--- src/mccc_pkg.sv ---
// Package for the mux and processor clock configuration bank.
// Assumes one clock (the compute-engine clock) and a synchronous active-high reset.
`default_nettype none
package mccc_pkg;
	localparam logic [15:0] MCCC_ADDR_MUX_SEQ = 16'h2002;
	localparam logic [15:0] MCCC_ADDR_CPU_CLK = 16'h2004;
	localparam logic [15:0] MCCC_ADDR_MUX_CTL = 16'h2005;
	localparam int MCCC_STATE_CNT_LSB = 6;
	localparam int MCCC_DIV_LSB       = 0;
	localparam int MCCC_SYNC_EN_BIT   = 0;
	localparam int MCCC_ALT_BIT       = 2;
	localparam logic [1:0] MCCC_STATE_CNT_RST = 2'h0;
	localparam logic [2:0] MCCC_DIV_RST       = 3'h0;
	localparam logic [7:0] MCCC_REG_RST       = 8'h00;
	localparam logic [2:0] MCCC_STATES_6 = 3'h6;
	localparam logic [2:0] MCCC_STATES_4 = 3'h4;
	localparam logic [2:0] MCCC_STATES_3 = 3'h3;
	localparam logic [2:0] MCCC_STATES_2 = 3'h2;

	typedef struct packed {
		logic [1:0] state_count;
		logic       alt_select;
		logic       sync_enable;
		logic [2:0] divider;
	} mccc_cfg_type;
endpackage : mccc_pkg
`default_nettype wire

--- src/mccc_top.sv ---
// Configuration bank for multiplexer sequencing and processor clock division.
// Assumes a single-cycle read/write strobe port; read data appears one cycle after the read strobe.
//
// The address-and-strobe port was left to the implementer.
`default_nettype none
module mccc_top
	import mccc_pkg::*;
(
	input  wire logic        SYS_CLK,
	input  wire logic        SRST,
	input  wire logic [15:0] ADDR,
	input  wire logic [7:0]  WDATA,
	input  wire logic        WR,
	input  wire logic        RD,
	input  wire logic        SEGMENT_DRIVE,
	input  wire logic        OUTPUT_A_IN,
	output logic      [7:0]  RDATA,
	output logic      [2:0]  MUX_STATES,
	output logic             ALT_INPUT_SELECT,
	output logic             LCD_SEGMENT_PIN_SEVEN,
	output logic             CPU_CLK_EN,
	output logic      [2:0]  CPU_DIV_ACTIVE
);
	function automatic logic [2:0] mccc_states(input logic [1:0] code);
		case (code)
			2'h0:    mccc_states = MCCC_STATES_6;
			2'h1:    mccc_states = MCCC_STATES_4;
			2'h2:    mccc_states = MCCC_STATES_3;
			default: mccc_states = MCCC_STATES_2;
		endcase
	endfunction : mccc_states

	mccc_cfg_type cfg;
	mccc_cfg_type next_cfg;
	logic [7:0]   next_rdata;
	logic [6:0]   cnt;
	logic [6:0]   next_cnt;
	logic [2:0]   div_act;
	logic [2:0]   next_div_act;
	logic         next_clk_en;
	logic [6:0]   limit;
	logic [2:0]   next_mux_states;
	logic         next_alt_select;
	logic         next_pin_seven;

	always_comb begin
		next_cfg = cfg;
		if (WR) begin
			case (ADDR)
				MCCC_ADDR_MUX_SEQ: next_cfg.state_count = WDATA[MCCC_STATE_CNT_LSB +: 2];
				MCCC_ADDR_CPU_CLK: next_cfg.divider = WDATA[MCCC_DIV_LSB +: 3];
				MCCC_ADDR_MUX_CTL: begin
					next_cfg.alt_select  = WDATA[MCCC_ALT_BIT];
					next_cfg.sync_enable = WDATA[MCCC_SYNC_EN_BIT];
				end
				default: next_cfg = cfg;
			endcase
		end
		next_rdata = MCCC_REG_RST;
		if (RD) begin
			case (ADDR)
				MCCC_ADDR_MUX_SEQ: next_rdata[MCCC_STATE_CNT_LSB +: 2] = cfg.state_count;
				MCCC_ADDR_CPU_CLK: next_rdata[MCCC_DIV_LSB +: 3] = cfg.divider;
				MCCC_ADDR_MUX_CTL: begin
					next_rdata[MCCC_ALT_BIT]     = cfg.alt_select;
					next_rdata[MCCC_SYNC_EN_BIT] = cfg.sync_enable;
				end
				default: next_rdata = MCCC_REG_RST;
			endcase
		end
	end

	// Outputs follow the value being stored, so a write shows on the pins one cycle later
	always_comb begin
		next_mux_states = mccc_states(next_cfg.state_count);
		next_alt_select = next_cfg.alt_select;
		next_pin_seven  = next_cfg.sync_enable ? OUTPUT_A_IN : SEGMENT_DRIVE;
	end

	// The processor clock is modelled as an enable, one pulse every 2**div cycles.
	// A new divider is adopted only at a period boundary, so no short period ever occurs.
	always_comb begin
		limit        = 7'((8'h01 << div_act) - 8'h01);
		next_cnt     = cnt + 7'h01;
		next_div_act = div_act;
		next_clk_en  = 1'b0;
		if (cnt >= limit) begin
			next_cnt     = 7'h00;
			next_clk_en  = 1'b1;
			next_div_act = cfg.divider;
		end
	end

	always_ff @(posedge SYS_CLK) begin
		if (SRST) begin
			cfg            <= '{state_count: MCCC_STATE_CNT_RST, alt_select: 1'b0, sync_enable: 1'b0,
			                    divider: MCCC_DIV_RST};
			RDATA          <= MCCC_REG_RST;
			cnt            <= 7'h00;
			div_act        <= MCCC_DIV_RST;
			CPU_CLK_EN     <= 1'b0;
			CPU_DIV_ACTIVE <= MCCC_DIV_RST;
			MUX_STATES     <= MCCC_STATES_6;
			ALT_INPUT_SELECT <= 1'b0;
			LCD_SEGMENT_PIN_SEVEN <= 1'b0;
		end else begin
			cfg            <= next_cfg;
			RDATA          <= next_rdata;
			cnt            <= next_cnt;
			div_act        <= next_div_act;
			CPU_CLK_EN     <= next_clk_en;
			CPU_DIV_ACTIVE <= next_div_act;
			MUX_STATES     <= next_mux_states;
			ALT_INPUT_SELECT <= next_alt_select;
			LCD_SEGMENT_PIN_SEVEN <= next_pin_seven;
		end
	end

	// Alternate input set

	AST_ALT_FOLLOWS: assert property (@(posedge SYS_CLK) disable iff (SRST)
		WR && ADDR == MCCC_ADDR_MUX_CTL |=> ALT_INPUT_SELECT == $past(WDATA[MCCC_ALT_BIT]))
		else $error("alt select not taken from write");

	AST_ALT_HOLDS: assert property (@(posedge SYS_CLK) disable iff (SRST)
		!(WR && ADDR == MCCC_ADDR_MUX_CTL) |=> $stable(ALT_INPUT_SELECT))
		else $error("alt select moved without a write");

	// Multiplexer state count

	AST_STATES_MAP: assert property (@(posedge SYS_CLK) disable iff (SRST)
		WR && ADDR == MCCC_ADDR_MUX_SEQ && WDATA[7:6] == 2'h0 |=> MUX_STATES == 3'h6)
		else $error("code 00 did not give six states");

	AST_STATES_FOUR: assert property (@(posedge SYS_CLK) disable iff (SRST)
		WR && ADDR == MCCC_ADDR_MUX_SEQ && WDATA[7:6] == 2'h1 |=> MUX_STATES == 3'h4)
		else $error("code 01 did not give four states");

	AST_STATES_THREE: assert property (@(posedge SYS_CLK) disable iff (SRST)
		WR && ADDR == MCCC_ADDR_MUX_SEQ && WDATA[7:6] == 2'h2 |=> MUX_STATES == 3'h3)
		else $error("code 10 did not give three states");

	AST_STATES_TWO: assert property (@(posedge SYS_CLK) disable iff (SRST)
		WR && ADDR == MCCC_ADDR_MUX_SEQ && WDATA[7:6] == 2'h3 |=> MUX_STATES == 3'h2)
		else $error("code 11 did not give two states");

	AST_STATES_LEGAL: assert property (@(posedge SYS_CLK) disable iff (SRST)
		MUX_STATES inside {3'h6, 3'h4, 3'h3, 3'h2})
		else $error("state count outside the four legal values");

	AST_STATES_HOLD: assert property (@(posedge SYS_CLK) disable iff (SRST)
		!(WR && ADDR == MCCC_ADDR_MUX_SEQ) |=> $stable(MUX_STATES))
		else $error("state count moved without a write");

	// Segment pin seven

	AST_SYNC_FOLLOWS: assert property (@(posedge SYS_CLK) disable iff (SRST)
		WR && ADDR == MCCC_ADDR_MUX_CTL |=> cfg.sync_enable == $past(WDATA[MCCC_SYNC_EN_BIT]))
		else $error("sync enable not taken from write");

	AST_PIN_SYNC: assert property (@(posedge SYS_CLK) disable iff (SRST)
		$past(cfg.sync_enable) && cfg.sync_enable |-> LCD_SEGMENT_PIN_SEVEN == $past(OUTPUT_A_IN))
		else $error("pin seven not carrying sync signal");

	AST_PIN_SEGMENT: assert property (@(posedge SYS_CLK) disable iff (SRST)
		!$past(SRST) && !cfg.sync_enable |-> LCD_SEGMENT_PIN_SEVEN == $past(SEGMENT_DRIVE))
		else $error("pin seven not carrying segment drive");

	// Processor clock enable

	AST_DIV_PERIOD: assert property (@(posedge SYS_CLK) disable iff (SRST)
		CPU_CLK_EN && CPU_DIV_ACTIVE == 3'h1 && cfg.divider == 3'h1 |=> !CPU_CLK_EN ##1 CPU_CLK_EN)
		else $error("divide by two period wrong");

	AST_DIV_ONE: assert property (@(posedge SYS_CLK) disable iff (SRST)
		CPU_DIV_ACTIVE == 3'h0 && $past(CPU_DIV_ACTIVE) == 3'h0 && $past(CPU_CLK_EN) |-> CPU_CLK_EN)
		else $error("undivided clock enable dropped");

	AST_EN_GAP: assert property (@(posedge SYS_CLK) disable iff (SRST)
		CPU_CLK_EN && CPU_DIV_ACTIVE != 3'h0 |=> !CPU_CLK_EN)
		else $error("divided clock enable too long");

	AST_CNT_RANGE: assert property (@(posedge SYS_CLK) disable iff (SRST)
		cnt <= limit)
		else $error("period counter past its limit");

	// A reset that is only checked while asserted would miss a late clear, so check the cycle after

	AST_RESET_DIV: assert property (@(posedge SYS_CLK)
		$past(SRST) && !SRST |-> cfg.divider == 3'h0 && div_act == 3'h0)
		else $error("divider not zero after reset");

	AST_RESET_OUT: assert property (@(posedge SYS_CLK)
		$past(SRST) && !SRST |-> RDATA == 8'h00 && MUX_STATES == 3'h6 && !ALT_INPUT_SELECT
			&& !CPU_CLK_EN && CPU_DIV_ACTIVE == 3'h0 && !LCD_SEGMENT_PIN_SEVEN)
		else $error("outputs not at reset values");

	// Divider changes

	AST_DIV_WRITE: assert property (@(posedge SYS_CLK) disable iff (SRST)
		WR && ADDR == MCCC_ADDR_CPU_CLK |=> cfg.divider == $past(WDATA[MCCC_DIV_LSB +: 3]))
		else $error("divider not taken from write");

	AST_DIV_SWITCH: assert property (@(posedge SYS_CLK) disable iff (SRST)
		$changed(div_act) |-> $past(cnt >= limit))
		else $error("divider switched mid period");

	AST_DIV_WITH_EN: assert property (@(posedge SYS_CLK) disable iff (SRST)
		$changed(CPU_DIV_ACTIVE) |-> CPU_CLK_EN)
		else $error("active divider moved off a period boundary");

	AST_DIV_MATCH: assert property (@(posedge SYS_CLK) disable iff (SRST)
		CPU_DIV_ACTIVE == div_act)
		else $error("reported divider differs from the one in force");

	// Register reads

	AST_READBACK: assert property (@(posedge SYS_CLK) disable iff (SRST)
		RD && ADDR == MCCC_ADDR_CPU_CLK |=> RDATA == {5'h00, $past(cfg.divider)})
		else $error("divider readback wrong");

	AST_READ_SEQ: assert property (@(posedge SYS_CLK) disable iff (SRST)
		RD && ADDR == MCCC_ADDR_MUX_SEQ |=> RDATA == {$past(cfg.state_count), 6'h00})
		else $error("state count readback wrong");

	AST_READ_CTL: assert property (@(posedge SYS_CLK) disable iff (SRST)
		RD && ADDR == MCCC_ADDR_MUX_CTL |=>
			RDATA == {5'h00, $past(cfg.alt_select), 1'b0, $past(cfg.sync_enable)})
		else $error("control readback wrong");

	AST_READ_IDLE: assert property (@(posedge SYS_CLK) disable iff (SRST)
		!RD |=> RDATA == 8'h00)
		else $error("read data not zero outside a read");

endmodule : mccc_top
`default_nettype wire

--- config.mk ---
export PLATFORM = sky130hd
export DESIGN_NAME = mccc_top
export DESIGN_NICKNAME = d
export VERILOG_FILES = /design/src/mccc_pkg.sv /design/src/mccc_top.sv
export SDC_FILE = /design/constraint.sdc
export NUM_CORES = 1
export LEC_CHECK = 0
export BUFFER_PORTS_ARGS = -buffer_cell sky130_fd_sc_hd__buf_2
export CAP_MARGIN = 10
export CORE_MARGIN = 1.5
export CORE_UTILIZATION = 42
export CTS_CLUSTER_DIAMETER = 50
export DETAILED_ROUTE_END_ITERATION = 12
export PLACE_DENSITY = 0.69
export SYNTH_ARGS = -nofsm -noshare
export SYNTH_HDL_FRONTEND = slang
export SYNTH_SLANG_ARGS = --single-unit
--- constraint.sdc ---
create_clock -name SYS_CLK -period 2.5 [get_ports SYS_CLK]
set_input_delay 0.125 -clock SYS_CLK [delete_from_list [all_inputs] [get_ports SYS_CLK]]
set_output_delay 0.125 -clock SYS_CLK [all_outputs]
set_load 0.01 [all_outputs]
; ---- Word level (Yosys, flattened, before mapping)
; Index checks and enable logic that the tools add are counted.
[classes]
add_sub_neg = 2
order_cmp = 1
n_eq_ne = 5
shift = 1
mux = 9
bitwise = 3
reduce_logical = 7
[ops]
columns = cell, count
row1 = $eq A16 B14 Y1 const B, 3
row2 = $pmux W3 S3, 1
row3 = $add A7 B1 Y7 const B, 1
row4 = $ge A7 B7 Y1, 1
row5 = $mux W7, 1
row6 = $shl A1 B3 Y7 const A, 1
row7 = $sub A7 B1 Y7 const B, 1
row8 = $reduce_or A3 Y1, 2
row9 = $mux W2, 2
row10 = $pmux W1 S2, 2
row11 = $reduce_and A2 Y1, 2
row12 = $reduce_or A2 Y1, 2
row13 = $mux W3, 1
row14 = $not A1 Y1, 3
row15 = $eq A2 B1 Y1 const B, 1
row16 = $eq A2 B2 Y1 const B, 1
row17 = $logic_not A2 Y1, 1
row18 = $mux W1, 2
[word_totals]
register_bits = 30
out_inout_bits = 17
wordCells = 41

; ---- Logic depth before layout (Yosys ltp)
[logic_depth]
ltp_word = 5
mapped_depth = 7
depth_no_buf = 7

; ---- Least setup slack after synthesis
; No wires, ideal clock.
[synth_timing]
kind = register to register
start = register div_act[0]
end = register cnt[2]
arrival_ns = 1.846
t_required_ns = 2.434
path_slack_ns = 0.588
path_stages_with_launch = 8
n_path_buf = 0
path_cell_list = dfxtp_1 -> or3_1 -> ha_1 -> nor2b_1 -> o21ai_0 -> a21oi_1 -> nand2b_1 -> nor2_1
[synth_between]
elab_chain_len = 4
[synth_rtl]
columns = element, line_no
row1 = "start, declared", mccc_top.sv:38  ; logic [2:0] div_act;
row2 = "start signal, assigned", mccc_top.sv:110  ; div_act <= next_div_act;
row3 = $shl A1 B3 Y7, mccc_top.sv:83  ; limit = 7'((8'h01 << div_act) - 8'h01);
row4 = $sub A7 B1 Y7, mccc_top.sv:83
row5 = $ge A7 B7 Y1, mccc_top.sv:87  ; if (cnt >= limit) begin
row6 = $reduce_or A2 Y1 (no line), --
row7 = "end signal, assigned", mccc_top.sv:109  ; cnt <= next_cnt;
row8 = "end, declared", mccc_top.sv:36  ; logic [6:0] cnt;
; No other way between the ends.
; A chain may end at the register's enable or synchronous reset.

; ---- Final worst setup path
[layout_timing]
start = register div_act[1]
end = register cnt[4]
; Same word-level chain as after synthesis.

==> metrics.yaml <==
routed_via_density: 5.07
dp_cells: 206
hold_buffers: 0
power_frac_comb: 0.066
yosys-top-cells-area: "dfxtp_1 42%, mux2i_1 8.5%, ha_1 7.8%, nor2_1 7.0%, a21oi_1 3.1%"
slew_headroom: 0.594
critical_path_buf_inv_count: 0
die_h_um: 58.4
placedInstanceArea_um2: 1490
diodes: 0
clock_path_buffers: 2
p_int_w: 0.000514
routabilityCongestion: 0.795
synth_cells: 139
max-cap-violations: 0
drc: 0
cp_max_fo: 8
drv_slew: 0
post-route-period-util: 0.877
criticalPathCategory: "reg -> reg"
htreeDepth: 1
critPathMaxStageDelay_ns: 0.44
hold_viol: 0
yosysMostFrequentCell: "dfxtp_1"
die-area_um2: 3410
grt_max_degree: 19
clkTransAtPathRegs_ns: 0.15
required_ns: 2.78
dr.first_iter.drc_count: 12
cts_sinks: 27
p_seq_frac: 0.642
syn_area_per_cell_um2: 9.27
ys_types: 34
grt_usage: 0.153
multi_input_area_um2: 699
drt-wirelength-per-cell_um: 12.0
fillCellCount: 260
hpwl_um: 2010
start_util: 0.456
num_io_pins: 47
preCtsSetupSlack_ns: 0.310
switching_share: 0.237
core-area_um2: 2830
status: "completed"
grt_pass1_wl_um: 3970
yosysTopAreaCell: "dfxtp_1"
grt.overflow.total: 0
ys_seq_elements: 27
post_cts_buffers: 0
min_from: "WDATA[1]"
port_buffers: 40
antenna_left: 0
r2r_start: "div_act[1]"
critPathLaunch: "div_act[1]"
max_freq_ghz: 0.456
yosysTopAreaCellShare: 0.419
worst_slack_ns: 0.307
antenna_found_initial: 0
cts_resized: 0
clockPowerShare: 0.291
chipWidth_um: 58.4
drt_wl_total_um: 2520
crit_chain: "or3_1 > ha_1 > nor2b_1 > o21ai_0 > a21oi_1 > nand2b_1 > nor2_1"
fin_area_um2: 1520
async_flop_share: 0
hp-class: "in -> reg"
layoutNonFillerInstCount: 210
fin_crit_ns: 2.19
slowest_stage: "a21oi_1"
power.switching_w: 0.000160
p_leak_nw: 0.653
syn_to_final_growth_pct: 18.1
cp-start-kind: "flip-flop"
cts_tree: "yes"
first_global_vias: 942
dr_total_vias: 1064
synth-edff-count: 0
cts-root-buf: "clkbuf_4"
endpoint_kind: "flip-flop"
timing.hold.ws_ns: 0.0171
layout.nets: 218
setup-tns-final_ns: 0
grt_setup_unrepaired: "no"
fin_skew_ns: 0.00121
setup-violations-final: 0
rows: 19
clk_latency_ns: 0.33
dr.pass1.iters: 4
synth_common_cells: "27 x dfxtp_1, 24 x nor2_1, 11 x mux2i_1"
power_density_nw_per_um2: 443
synthFlopType: "dfxtp_1"
drive_gt1_frac: 0.285
crit_family: "simple AND/OR/NAND/NOR gates"
irDropWorstVdd_uv: 205
cts_buffers: 3
yosys_warnings: 0
worst_slew_pin_slew_ns: 0.605
cp_data_arrival_time_ns: 2.47
regArea_um2: 541
ys_seq_area_frac: 0.419
syn_area_um2: 1290
==> placed cells by master (no fill, tap or decap), drive strengths merged, types with 2 or more instances in the layout <==
master,synthesis,routed
nand2,6,6
nor2,24,24
nor3,3,3
o21ai,4,4
xor2,2,2
and3,3,3
or3,2,2
or3b,2,2
ha,8,8
conb,1,3
dfxtp,27,27
nor2b,3,3
nand3b,2,2
nor4,2,2
inv,4,4
buf,4,40
and2,2,2
nand3,7,7
clkbuf,2,3
mux2i,11,11
xnor2,3,3
a21oi,8,8
==> final timing paths <==
path	to	slack [ns]	cells after the start
worst max-delay path	cnt[4]	0.31	7
worst min register to register	cnt[0]	0.49	1
worst max register to register	cnt[4]	0.31	7
worst min-delay path	cfg[1]	0.02	3
==> power by group through the flow <==
stage	sequential, W	clock [W]	combinational, W
after global routing	0.000433	0.000215	0.0000487
after detailed placement	0.000442	0	0.0000447
after CTS	0.000433	0.000198	0.0000448
final	0.000433	0.000196	0.0000447
after global placement	0.000442	0	0.0000437
after floorplan	0.000443	0	0.0000223
==> stage by stage <==
step                      power, W   util
after floorplan           0.000465      -
after global placement    0.000486  0.528
after detailed placement  0.000486  0.528
after CTS                 0.000675  0.538
after global routing      0.000697  0.538
final                     0.000674  0.538
==> routing by layer <==
metal / share of wire / GRT usage / vias to the layer above
met5: 0 / 0 / -
met4: 0.011 / 0.0498 / 0
met3: 0.065 / 0.0462 / 4
met2: 0.49 / 0.278 / 35
met1: 0.44 / 0.170 / 471
li1: - / - / 554
==> cell type report <==
type	instances	area share
Clock inverter	1	0.00329
Multi-Input combinational cell	104	0.460
Inverter	4	0.00987
Timing Repair Buffer	40	0.132
Clock buffer	3	0.0148
Sequential cell	27	0.355
Tap cell	31	0.0255
==> cells by family after synthesis <==
family	synth area share
buffers and inverters	0.0437
muxes	0.0854
other	0.00291
xor gates and xnor gates	0.0340
adders and majority gates	0.0777
AOI/OAI and AO/OA	0.0602
and+or+nand+nor	0.277
DFF	0.419
==> worst min-delay path, stage by stage <==
cell and delay [ns]:
buf_2 0.07, mux2i_1 0.05, nor2_1 0.07
==> flip-flops by register name, indices dropped and copies added (netlist names) <==
signal,flops
LCD_SEGMENT_PIN_SEVEN,1
MUX_STATES,3
div_act,3
CPU_CLK_EN,1
cnt,7
RDATA,5
cfg,7
Power figures use the tool's default switching activity.
